<file path="src/logic/cg_pkg.sv">
// Package with constants and carrier types for the CPU clock generator.
package cg_pkg;

  // Source periods in one CPU clock period, and the counter's last value.
  localparam int unsigned DIV_RATIO   = 3;
  localparam logic [1:0]  DIV_LAST    = 2'h2;
  localparam logic [1:0]  DIV_FIRST   = 2'h0;

  // Depth of the pin synchronisers.
  localparam int unsigned SYNC_STAGES = 3;

  // Values after reset.
  localparam logic        RST_CPU_CLK   = 1'h1;
  localparam logic        RST_PERIPH    = 1'h1;
  localparam logic        RST_CPU_RESET = 1'h1;
  localparam logic        RST_READY     = 1'h0;
  localparam logic        RST_PIN       = 1'h0;

  // Pin inputs after synchronisation, in one carrier.
  typedef struct packed {
    logic crystal;
    logic ext_freq;
    logic source_select;
    logic phase_sync;
    logic ready_a;
    logic ready_b;
    logic grant_a_n;
    logic grant_b_n;
    logic reset_req_n;
    logic stage_select;
  } cg_pins_s;

  localparam int unsigned PIN_W = $bits(cg_pins_s);

  // All state of the clock generator apart from the pin synchroniser.
  typedef struct packed {
    logic [1:0] div_cnt;
    logic       src_prev;
    logic       cpu_clk;
    logic       periph_clk;
    logic       cpu_reset;
    logic       rdy_f1;
    logic       ready;
    logic       osc;
  } cg_state_s;

endpackage

</file>
<file path="src/logic/cg_sync.sv">
// Three-stage pin synchroniser, passing a change once stages 2 and 3 agree.
`timescale 1ns/1ps
module cg_sync #(
  parameter int unsigned WIDTH = 1
) (
  input  wire logic             clk_i,
  input  wire logic             rst_b_i,
  input  wire logic [WIDTH-1:0] pin_i,
  output logic      [WIDTH-1:0] level_o
);

  typedef struct packed {
    logic [WIDTH-1:0] s1;
    logic [WIDTH-1:0] s2;
    logic [WIDTH-1:0] s3;
    logic [WIDTH-1:0] level;
  } cg_sync_s;

  cg_sync_s st_q;
  cg_sync_s st_d;

  // The first stage feeds only the second; the filter looks at two and three.
  always_comb
  begin
    st_d    = st_q;
    st_d.s1 = pin_i;
    st_d.s2 = st_q.s1;
    st_d.s3 = st_q.s2;
    for (int i = 0; i < WIDTH; i++)
    begin
      if (st_q.s2[i] == st_q.s3[i])
      begin
        st_d.level[i] = st_q.s3[i];
      end
    end
  end

  always_ff @(posedge clk_i or negedge rst_b_i)
  begin
    if (!rst_b_i)
    begin
      st_q <= '{default: {WIDTH{cg_pkg::RST_PIN}}};
    end
    else
    begin
      st_q <= st_d;
    end
  end

  assign level_o = st_q.level;

endmodule // cg_sync

</file>
<file path="src/logic/cg_clock_gen.sv">
// CPU clock, peripheral clock, reset and ready generator.
`timescale 1ns/1ps
module cg_clock_gen (
  input  wire logic clk_i,
  input  wire logic rst_b_i,
  input  wire logic crystal_pin_a_i,
  input  wire logic external_freq_in_i,
  input  wire logic source_select_i,
  input  wire logic clock_phase_sync_i,
  input  wire logic bus_ready_in_a_i,
  input  wire logic bus_ready_in_b_i,
  input  wire logic bus_grant_qual_a_n_i,
  input  wire logic bus_grant_qual_b_n_i,
  input  wire logic reset_request_n_i,
  input  wire logic ready_stage_select_i,
  output logic      cpu_clk_o,
  output logic      periph_clk_o,
  output logic      cpu_reset_o,
  output logic      cpu_ready_o,
  output logic      crystal_freq_out_o
);

  cg_pkg::cg_pins_s  pin_raw;
  cg_pkg::cg_pins_s  pin_s;
  cg_pkg::cg_state_s st_q;
  cg_pkg::cg_state_s st_d;
  logic              src_sel;
  logic              src_rise;
  logic              qual_rdy;
  logic              cpu_rise;
  logic              cpu_fall;

  assign pin_raw = '{crystal:       crystal_pin_a_i,
                     ext_freq:      external_freq_in_i,
                     source_select: source_select_i,
                     phase_sync:    clock_phase_sync_i,
                     ready_a:       bus_ready_in_a_i,
                     ready_b:       bus_ready_in_b_i,
                     grant_a_n:     bus_grant_qual_a_n_i,
                     grant_b_n:     bus_grant_qual_b_n_i,
                     reset_req_n:   reset_request_n_i,
                     stage_select:  ready_stage_select_i};

  // Every pin is asynchronous to clk_i, so all of them share one synchroniser.
  cg_sync #(
    .WIDTH (cg_pkg::PIN_W)
  ) u_sync (
    .clk_i   (clk_i),
    .rst_b_i (rst_b_i),
    .pin_i   (pin_raw),
    .level_o (pin_s)
  );

  // The source must stay well below half of clk_i or its edges are missed.
  assign src_sel  = pin_s.source_select ? pin_s.ext_freq
                                        : pin_s.crystal;
  assign src_rise = src_sel & ~st_q.src_prev;
  assign qual_rdy = (pin_s.ready_a & ~pin_s.grant_a_n)
                  | (pin_s.ready_b & ~pin_s.grant_b_n);

  always_comb
  begin
    st_d          = st_q;
    st_d.src_prev = src_sel;
    st_d.osc      = pin_s.crystal;
    if (pin_s.phase_sync)
    begin
      st_d.div_cnt    = cg_pkg::DIV_FIRST;
      st_d.cpu_clk    = 1'h1;
      st_d.periph_clk = 1'h1;
    end
    else if (src_rise)
    begin
      // High for the source period after the last count, low for two.
      if (st_q.div_cnt == cg_pkg::DIV_LAST)
      begin
        st_d.div_cnt = cg_pkg::DIV_FIRST;
      end
      else
      begin
        st_d.div_cnt = st_q.div_cnt + 2'h1;
      end
      st_d.cpu_clk = (st_d.div_cnt == cg_pkg::DIV_FIRST);
    end
    cpu_rise = st_d.cpu_clk & ~st_q.cpu_clk;
    cpu_fall = st_q.cpu_clk & ~st_d.cpu_clk;
    if (cpu_rise)
    begin
      st_d.rdy_f1 = qual_rdy;
    end
    if (cpu_fall)
    begin
      if (!pin_s.phase_sync)
      begin
        st_d.periph_clk = ~st_q.periph_clk;
      end
      st_d.cpu_reset = ~pin_s.reset_req_n;
      if (pin_s.stage_select)
      begin
        st_d.ready = qual_rdy;
      end
      else
      begin
        // A request that dropped since the rising edge clears at once.
        st_d.ready = st_q.rdy_f1 & qual_rdy;
      end
    end
  end

  always_ff @(posedge clk_i or negedge rst_b_i)
  begin
    if (!rst_b_i)
    begin
      st_q <= '{div_cnt:    cg_pkg::DIV_FIRST,
                src_prev:   cg_pkg::RST_PIN,
                cpu_clk:    cg_pkg::RST_CPU_CLK,
                periph_clk: cg_pkg::RST_PERIPH,
                cpu_reset:  cg_pkg::RST_CPU_RESET,
                rdy_f1:     cg_pkg::RST_READY,
                ready:      cg_pkg::RST_READY,
                osc:        cg_pkg::RST_PIN};
    end
    else
    begin
      st_q <= st_d;
    end
  end

  assign cpu_clk_o          = st_q.cpu_clk;
  assign periph_clk_o       = st_q.periph_clk;
  assign cpu_reset_o        = st_q.cpu_reset;
  assign cpu_ready_o        = st_q.ready;
  assign crystal_freq_out_o = st_q.osc;
endmodule // cg_clock_gen

</file>
<file path="config.mk">
export PLATFORM = sky130hd
export DESIGN_NAME = cg_clock_gen
export DESIGN_NICKNAME = d
export VERILOG_FILES = /design/src/logic/cg_pkg.sv /design/src/logic/cg_sync.sv /design/src/logic/cg_clock_gen.sv
export SDC_FILE = /design/constraint.sdc
export NUM_CORES = 1
export LEC_CHECK = 0
export BUFFER_PORTS_ARGS = -buffer_cell sky130_fd_sc_hd__buf_4
export CORE_UTILIZATION = 55
export DETAILED_ROUTE_END_ITERATION = 16
export PLACE_DENSITY = 0.76
export SYNTH_ARGS = -nofsm -noshare
export SYNTH_HDL_FRONTEND = slang
export SYNTH_SLANG_ARGS = --single-unit
</file>
<file path="constraint.sdc">
create_clock -name clk_i -period 1.6 [get_ports clk_i]
set_input_delay 0.32 -clock clk_i [delete_from_list [all_inputs] [get_ports clk_i]]
set_output_delay 0.32 -clock clk_i [all_outputs]
set_load 0.02 [all_outputs]
</file>
Word level (Yosys, flattened, before mapping) --
Cells that the tools add are included.
Word-level totals: register bits after elaboration 49, bits of input ports 12, output and inout bits 5, logic and storage cells 61
Operators by class: add/subtract/negate cells 1, eq/ne operators 11, multiplexer cells 12, bitwise gates (word level) 14, reduce and logical (&&, ||, !) cells 2
Operator list (count):
- $mux 2 | 6
- $eq 1x1->1 | 10
- $not 1->1 | 7
- $and 1x1->1 | 6
- $mux 1 | 6
- $add 2x1->2 const B | 1
- $eq 2x2->1 const B | 1
- $logic_not 2->1 | 1
- $reduce_bool 2->1 | 1
- $or 1x1->1 | 1

Depth between registers and ports, before layout --
Gate-level depths: netlist of the first run.
word-level depth 10, depth in mapped cells 4, mapped depth without buffers 3

Hierarchy --
Synthesis of the first run repeated with hierarchy kept, for this count alone.
Second synthesis, totals: cells, all modules 99, area total of the unflattened synthesis 1620.3 µm²
By module, submodules not included:
- cg_sync | instances 1, cells an instance 60, area each 1188.6 µm², seq. area each 1001.0 µm²
- cg_clock_gen | instances 1, cells an instance 39, area each 431.7 µm², seq. area each 229.0 µm²

Worst setup path before layout of the first run --
No wires, ideal clock.
kind register -> register, start register st_q (netlist bit cpu_clk_o), end register st_q (netlist bit cpu_ready_o), library setup time 0.120 ns, data arrival time 1.396 ns, required time 1.480 ns, path slack 0.084 ns, cell stages (with the launch flop) 4, buffers on the path 0, period minus slack after synthesis 1.516 ns, path through dfstp_2 -> or3b_4 -> o31a_1 -> a31o_1
On the way: cells in the longest elaborated chain, start to end 4
RTL lines:
- from (decl) | RTL line cg_clock_gen.sv:25 | cg_pkg::cg_state_s st_q;
- from (signal assigned) | RTL line cg_clock_gen.sv:114 | st_q <= '{div_cnt: cg_pkg::DIV_FIRST,
- from (signal assigned) | RTL line cg_clock_gen.sv:125 | st_q <= st_d;
- $mux 1 | RTL line cg_clock_gen.sv:72 | else if (src_rise)
- $mux 1 | RTL line cg_clock_gen.sv:66 | if (pin_s.phase_sync)
- $not 1->1 | RTL line cg_clock_gen.sv:86 | cpu_fall = st_q.cpu_clk & ~st_d.cpu_clk;
- $and 1x1->1 * | RTL line cg_clock_gen.sv:86
Every way passes the cells marked *; elsewhere a longest branch is shown, timed or not. A chain may end at the register's enable or synchronous reset.

Worst setup path after layout of the first run --
Ends and elaborated chain as after synthesis.

==> metrics, run 1 <==
HPWL after detailed placement ~1300 um; Worst Path Required 1.85 ns; RSZ-0062 raised after global routing no; Layout area overhead 16.57%; die area 2988 um2; Cell Rows 18; DR DRC count 0; Synth Cell Area roughly 1500 um2; total negative setup slack 0 ns; NumNets Final 124; initial antenna violation count 0; top-area cell type share of the netlist area 75.47%; Yosys reg bits 49; pre-CTS WS 0.1250 ns; DR iter-0 viols 4; Worst EP arrival between 1.5 and 2 ns; Post-Syn Nets 100; reg2reg path depth 3; Die Wd roughly 55 um; gr usage total between 15 and 20%; # diodes 0; Max Buffers Root-to-Sink 2; status finished, final reports clean; Leak 0.7940 nW; core area around 2500 um2; main flop type after synthesis dfrtp_1; PD cells ~1400 nW/um2; first-pass GRT wire length between 3000 and 4000 um; I/O pins 17; maximum VDD drop between 1 and 1.5 mV; number of global-route vias before repair between 700 and 800; worst slew pin tran between 0.5 and 0.6 ns; # port buffers 16; hold_buf cts 1; Final min period between 1 and 1.5 ns; Skew-Pair Late Insertion Delay roughly 0.34 ns; sequential fraction of the synthesis area about four fifths; max-slew violations 0; vias per std cell roughly 5.2; final setup violating endpoints 0; Hold Crit Class in -> reg; Yosys warnings 0; setup slack, reg-to-reg 0.11 ns; Post-DRT Antenna Nets 0; Worst Hold Depth 1; clock sinks 49; largest net degree at the start of global routing 50; clock slew seen by the registers of the worst setup and hold paths 0.13 ns; grt ovf 0; share of cells above drive strength 1 between 20% and 30%; MaxCap Viol Count 0; Setup Fix Bufs, Post-CTS 0; root buffer cell clkbuf_4; H-tree depth 2; fin worst setup slack between 0.1 and 0.15 ns; Worst Skew between 0.008 and 0.009 ns; worst-path maximum fanout 5; Post-Synthesis Cells 88; CP Class reg -> reg; slew margin rel. roughly three fifths; Cell variety after synth 21; Crit. End Element flop; DR pass1 iterations 2; total CTS buffers 5; CTS resizes 0; cell taking the most area after synthesis dfrtp_1; Initial Utilization 59.93%; final WL 1939 um; Die Span Y 54.66 um; final worst path period share between 90% and 100%; GP Congestion between 0.7 and 0.8; ys async rst share between 90% and 100%; CTS tree built; post-DR wirelength/cell 13.56 um; top cells by area, synth dfrtp_1 75%, maj3_1 6.6%, dfstp_2 5.2%, inv_1 1.5%, mux2i_1 1.3%; EDFF count, synth 0; Startpoint Class flop; f_max 671.3 MHz; mean area per synthesized cell 17.33 um2; final hold violations 0; via count around 740
[worst max-delay path, stage by stage, from the launching register on]
cell and delay, ns:
dfstp_2 0.58, or3b_4 0.40, o31a_1 0.24, a31o_1 0.18
[area by class of cell]
cell class | count | area [um2]
flip-flops and latches | 49 | 1230
fillers | 188 | 767.0
multi-input cells | 32 | 265.3
repair buffers | 18 | 137.6
clock buffers | 7 | 55.05
well taps | 30 | 37.54
clock inverters | 1 | 30.03
inverters | 6 | 22.52
[layer usage]
| layer | GRT usage, % | wire length [um] | up-vias |
|---|---|---|---|
| met5 | 0 | 0 | - |
| met4 | 11.54 | 53 | 0 |
| met3 | 6.667 | 87 | 6 |
| met2 | 25.90 | 952 | 17 |
| met1 | 18.06 | 845 | 372 |
| li1 | - | - | 347 |
[where the power goes]
part,total [mW],leakage [nW],internal (mW),switching [mW]
Sequential,1.45,0.574,1.38,0.0750
Clock,0.717,0.0455,0.374,0.343
Combinational,0.302,0.175,0.154,0.148
[worst paths after layout]
kind,end,start
min,u_sync.st_d[24]$_DFF_PN0_,bus_ready_in_b_i
max in group asynchronous,u_sync.st_q[17]$_DFF_PN0_,rst_b_i
min reg2reg,u_sync.st_d[18]$_DFF_PN0_,u_sync.st_d[28]$_DFF_PN0_
max,cpu_ready_o$_DFFE_PN0P_,cpu_clk_o$_DFF_PN1_
min in group asynchronous,u_sync.st_d[20]$_DFF_PN0_,rst_b_i
max reg2reg,cpu_ready_o$_DFFE_PN0P_,cpu_clk_o$_DFF_PN1_
[placed cells by master, fill, tap and decap left out, types with 2 or more instances in the layout]
cell,count
o21ai_0,4
clkbuf_4,5
dfstp_2,3
inv_1,6
buf_4,17
mux2i_1,2
o22ai_1,2
maj3_1,10
dfrtp_1,46
a21oi_1,2
[logic make-up (layout without fill, tap and decap cells)]
logic type	after synthesis	in the layout	synth area share, %
AOI/OAI and AO/OA	11	11	4.512
adders and majority gates	10	10	6.563
buffers and inverters	7	32	1.969
DFF	49	49	80.64
muxes	3	3	2.051
and+or+nand+nor	8	8	4.266
[flip-flops by register name, indices dropped and copies added, names as in the netlist]
signal / flops
st_q: 4
periph_clk_o: 1
u_sync.level_o: 10
crystal_freq_out_o: 1
cpu_clk_o: 1
cpu_reset_o: 1
cpu_ready_o: 1
u_sync.st_q: 10
u_sync.st_d: 20
[cells in the mapped netlist (all sizes together), types with 2 or more instances]
| cell | n |
|---|---|
| o22ai | 2 |
| or3b | 2 |
| mux2i | 2 |
| dfstp | 3 |
| o21ai | 4 |
| dfrtp | 46 |
| maj3 | 10 |
| inv | 6 |
| a21oi | 2 |
[through the flow]
step | total power [mW] | instances | utilization [%] | cell area [um2] | hold slack (ns)
floorplan | 1.637 | 88 | - | 1525 | 0.02441
global placement | 1.755 | 134 | 66.13 | 1683 | 0.3314
detailed placement | 1.785 | 134 | 66.13 | 1683 | 0.3371
CTS | 2.503 | 143 | 69.86 | 1778 | 0.04846
global route | 2.600 | 143 | 69.86 | 1778 | 0.03244
finish | 2.470 | 143 | 69.86 | 1778 | 0.07009
Note: power is estimated with default switching activity, not from simulation.
==> run 2, diff against run 1 <==
==> constraint.sdc (replaced) <==
create_clock -name clk_i -period 1.6 [get_ports clk_i]
set_input_delay 0.16 -clock clk_i [delete_from_list [all_inputs] [get_ports clk_i]]
set_output_delay 0.16 -clock clk_i [all_outputs]
set_load 0.02 [all_outputs]
==> run 2 against run 1 <==
  * Critical path depth stayed put
  * Critical endpoint unchanged
  * Critical path type unchanged
  * Largest power group unchanged
  * First-iteration DRC count stayed put
  * Combinational power is 7.0% higher
==> metrics, run 2 (synthesis gave the netlist of run 1 again) <==
reg2reg path depth 3; share of cells above drive strength 1 roughly 25%; vias per std cell between 5 and 6; final WL about 2100 um; # fillers 174; Final min period 1.490 ns; status finished, final reports clean; # diodes 0; RSZ-0062 raised after global routing no; f_max between 600 and 700 MHz; most frequent cells in the layout 46 x dfrtp_1, 17 x buf_4, 11 x dlygate4sd3_1, 10 x maj3_1, 6 x inv_1; worst-path maximum fanout 5; Initial Utilization about three fifths; Clk pwr share 28.8%; Skew-Pair Late Insertion Delay ~0.34 ns; Reg area approximately 1200 um2; Hold Crit Class in -> async; CP startpoint cpu_clk_o$_DFF_PN1_; final hold violations 0; reg2reg end cpu_ready_o$_DFFE_PN0P_; Cell Area, Placed around 1700 um2; Max Buffers Root-to-Sink 2; largest net degree at the start of global routing 50; Switch Pwr 0.5702 mW; total negative setup slack 0 ns; via count roughly 780; fin worst setup slack about 0.11 ns; root buffer cell clkbuf_4; number of global-route vias before repair approximately 760; fin util about 74%; Cell Int Power 1.919 mW; initial antenna violation count 0; Layout area overhead 23.13%; Crit. End Element flop; sequential share of power about three fifths; first-pass GRT wire length roughly 3300 um; CP Class reg -> reg; H-tree depth 2; clock slew seen by the registers of the worst setup and hold paths ~0.13 ns; DR iter-0 viols 4; PD cells around 1300 nW/um2; total CTS buffers 5; Setup Fix Bufs, Post-CTS 0; Post-DRT Antenna Nets 0; # port buffers 16; Startpoint Class flop; gr usage total roughly 17%; clock sinks 49; Switching Share between 20% and 30%; maximum VDD drop ~1.1 mV; Worst Path Required 1.85 ns; Die Wd 54.66 um; Worst Skew roughly 0.0082 ns; Reg-to-Reg Start cpu_clk_o$_DFF_PN1_; grt ovf 0; DR DRC count 0; pre-CTS WS between 0.1 and 0.15 ns; design area around 1900 um2; Worst setup endpoint cpu_ready_o$_DFFE_PN0P_; CTS tree built; DR pass1 iterations 2; area of the multi-input gates ~270 um2; MaxCap Viol Count 0; worst slew pin tran around 0.57 ns; Cell Rows 18; max-slew violations 0; HPWL after detailed placement 1315 um; die area ~3000 um2; most common cell after layout, fill and taps aside dfrtp_1; GP Congestion approximately 0.70; final setup violating endpoints 0; I/O pins 17; Worst EP arrival ~1.7 ns; core area ~2500 um2; slew margin rel. 61.94%; Leak approximately 0.84 nW; final worst path period share between 90 and 100%; Die Span Y 54.66 um; post-DR wirelength/cell roughly 13 um; Comb power frac between 10% and 20%; Largest register FFs 20; NumNets Final about 130; setup slack, reg-to-reg around 0.11 ns
run 2: cell types whose count changed in the layout (fill, tap and decap cells not counted):
cell,delta
dlygate4sd3_1,+10
run 2: worst min path at each step:
stage / cells after the start / slack (ns) / to / from
4_1_cts: 2 / 0.34 / u_sync.st_d[26]$_DFF_PN0_ / rst_b_i
3_5_place_dp: 1 / 0.20 / u_sync.st_d[22]$_DFF_PN0_ / rst_b_i
5_1_grt: 2 / 0.36 / u_sync.st_q[10]$_DFF_PN0_ / rst_b_i
2_1_floorplan: 0 / -0.14 / cpu_ready_o$_DFFE_PN0P_ / rst_b_i
6_report: 2 / 0.35 / u_sync.st_q[10]$_DFF_PN0_ / rst_b_i
3_3_place_gp: 1 / 0.19 / u_sync.st_d[21]$_DFF_PN0_ / rst_b_i
run 2: metal layers:
metal  share of wire, %  global-route usage [%]  vias up  routed length (um)
li1                   -                       -      367                   -
met1                 43                   19.01      385                 886
met2                 51                   27.51       17                1045
met3                3.8                   6.667        6                  79
met4                2.6                   11.54        0                  53
met5                  0                       0        -                   0
run 2: worst max-delay path, stage by stage (launching register included):
cell and delay, ns:
dfstp_2 0.58, or3b_4 0.40, o31a_1 0.24, a31o_1 0.18
run 2: layout make-up:
cell class / instances / area share (%)
Sequential cell: 49 / 65.49
Multi-Input combinational cell: 32 / 14.12
Timing Repair Buffer: 28 / 12.66
Clock buffer: 7 / 2.931
Tap cell: 30 / 1.999
Clock inverter: 1 / 1.599
Inverter: 6 / 1.199
run 2: what timing repair did:
item | 4_1_cts | 5_1_grt
resized for setup | 0 | 0
hold endpoints to repair | 56 | 0
setup endpoints to repair | 0 | 0
hold buffers | 11 | 0
run 2: power groups by stage:
stage,clock network (mW),logic [mW],registers (mW)
floorplan,0,0.133,1.50
global placement,0,0.291,1.46
detailed placement,0,0.306,1.48
CTS,0.740,0.328,1.45
global route,0.797,0.356,1.47
finish,0.716,0.323,1.45
run 2: metrics by stage:
stage               power (mW)  hold slack, ns  std cells
floorplan                1.637         -0.1356         88
global placement         1.755          0.1904        134
detailed placement       1.785          0.1982        134
CTS                      2.522          0.3391        153
global route             2.621          0.3638        153
finish                   2.489          0.3459        153
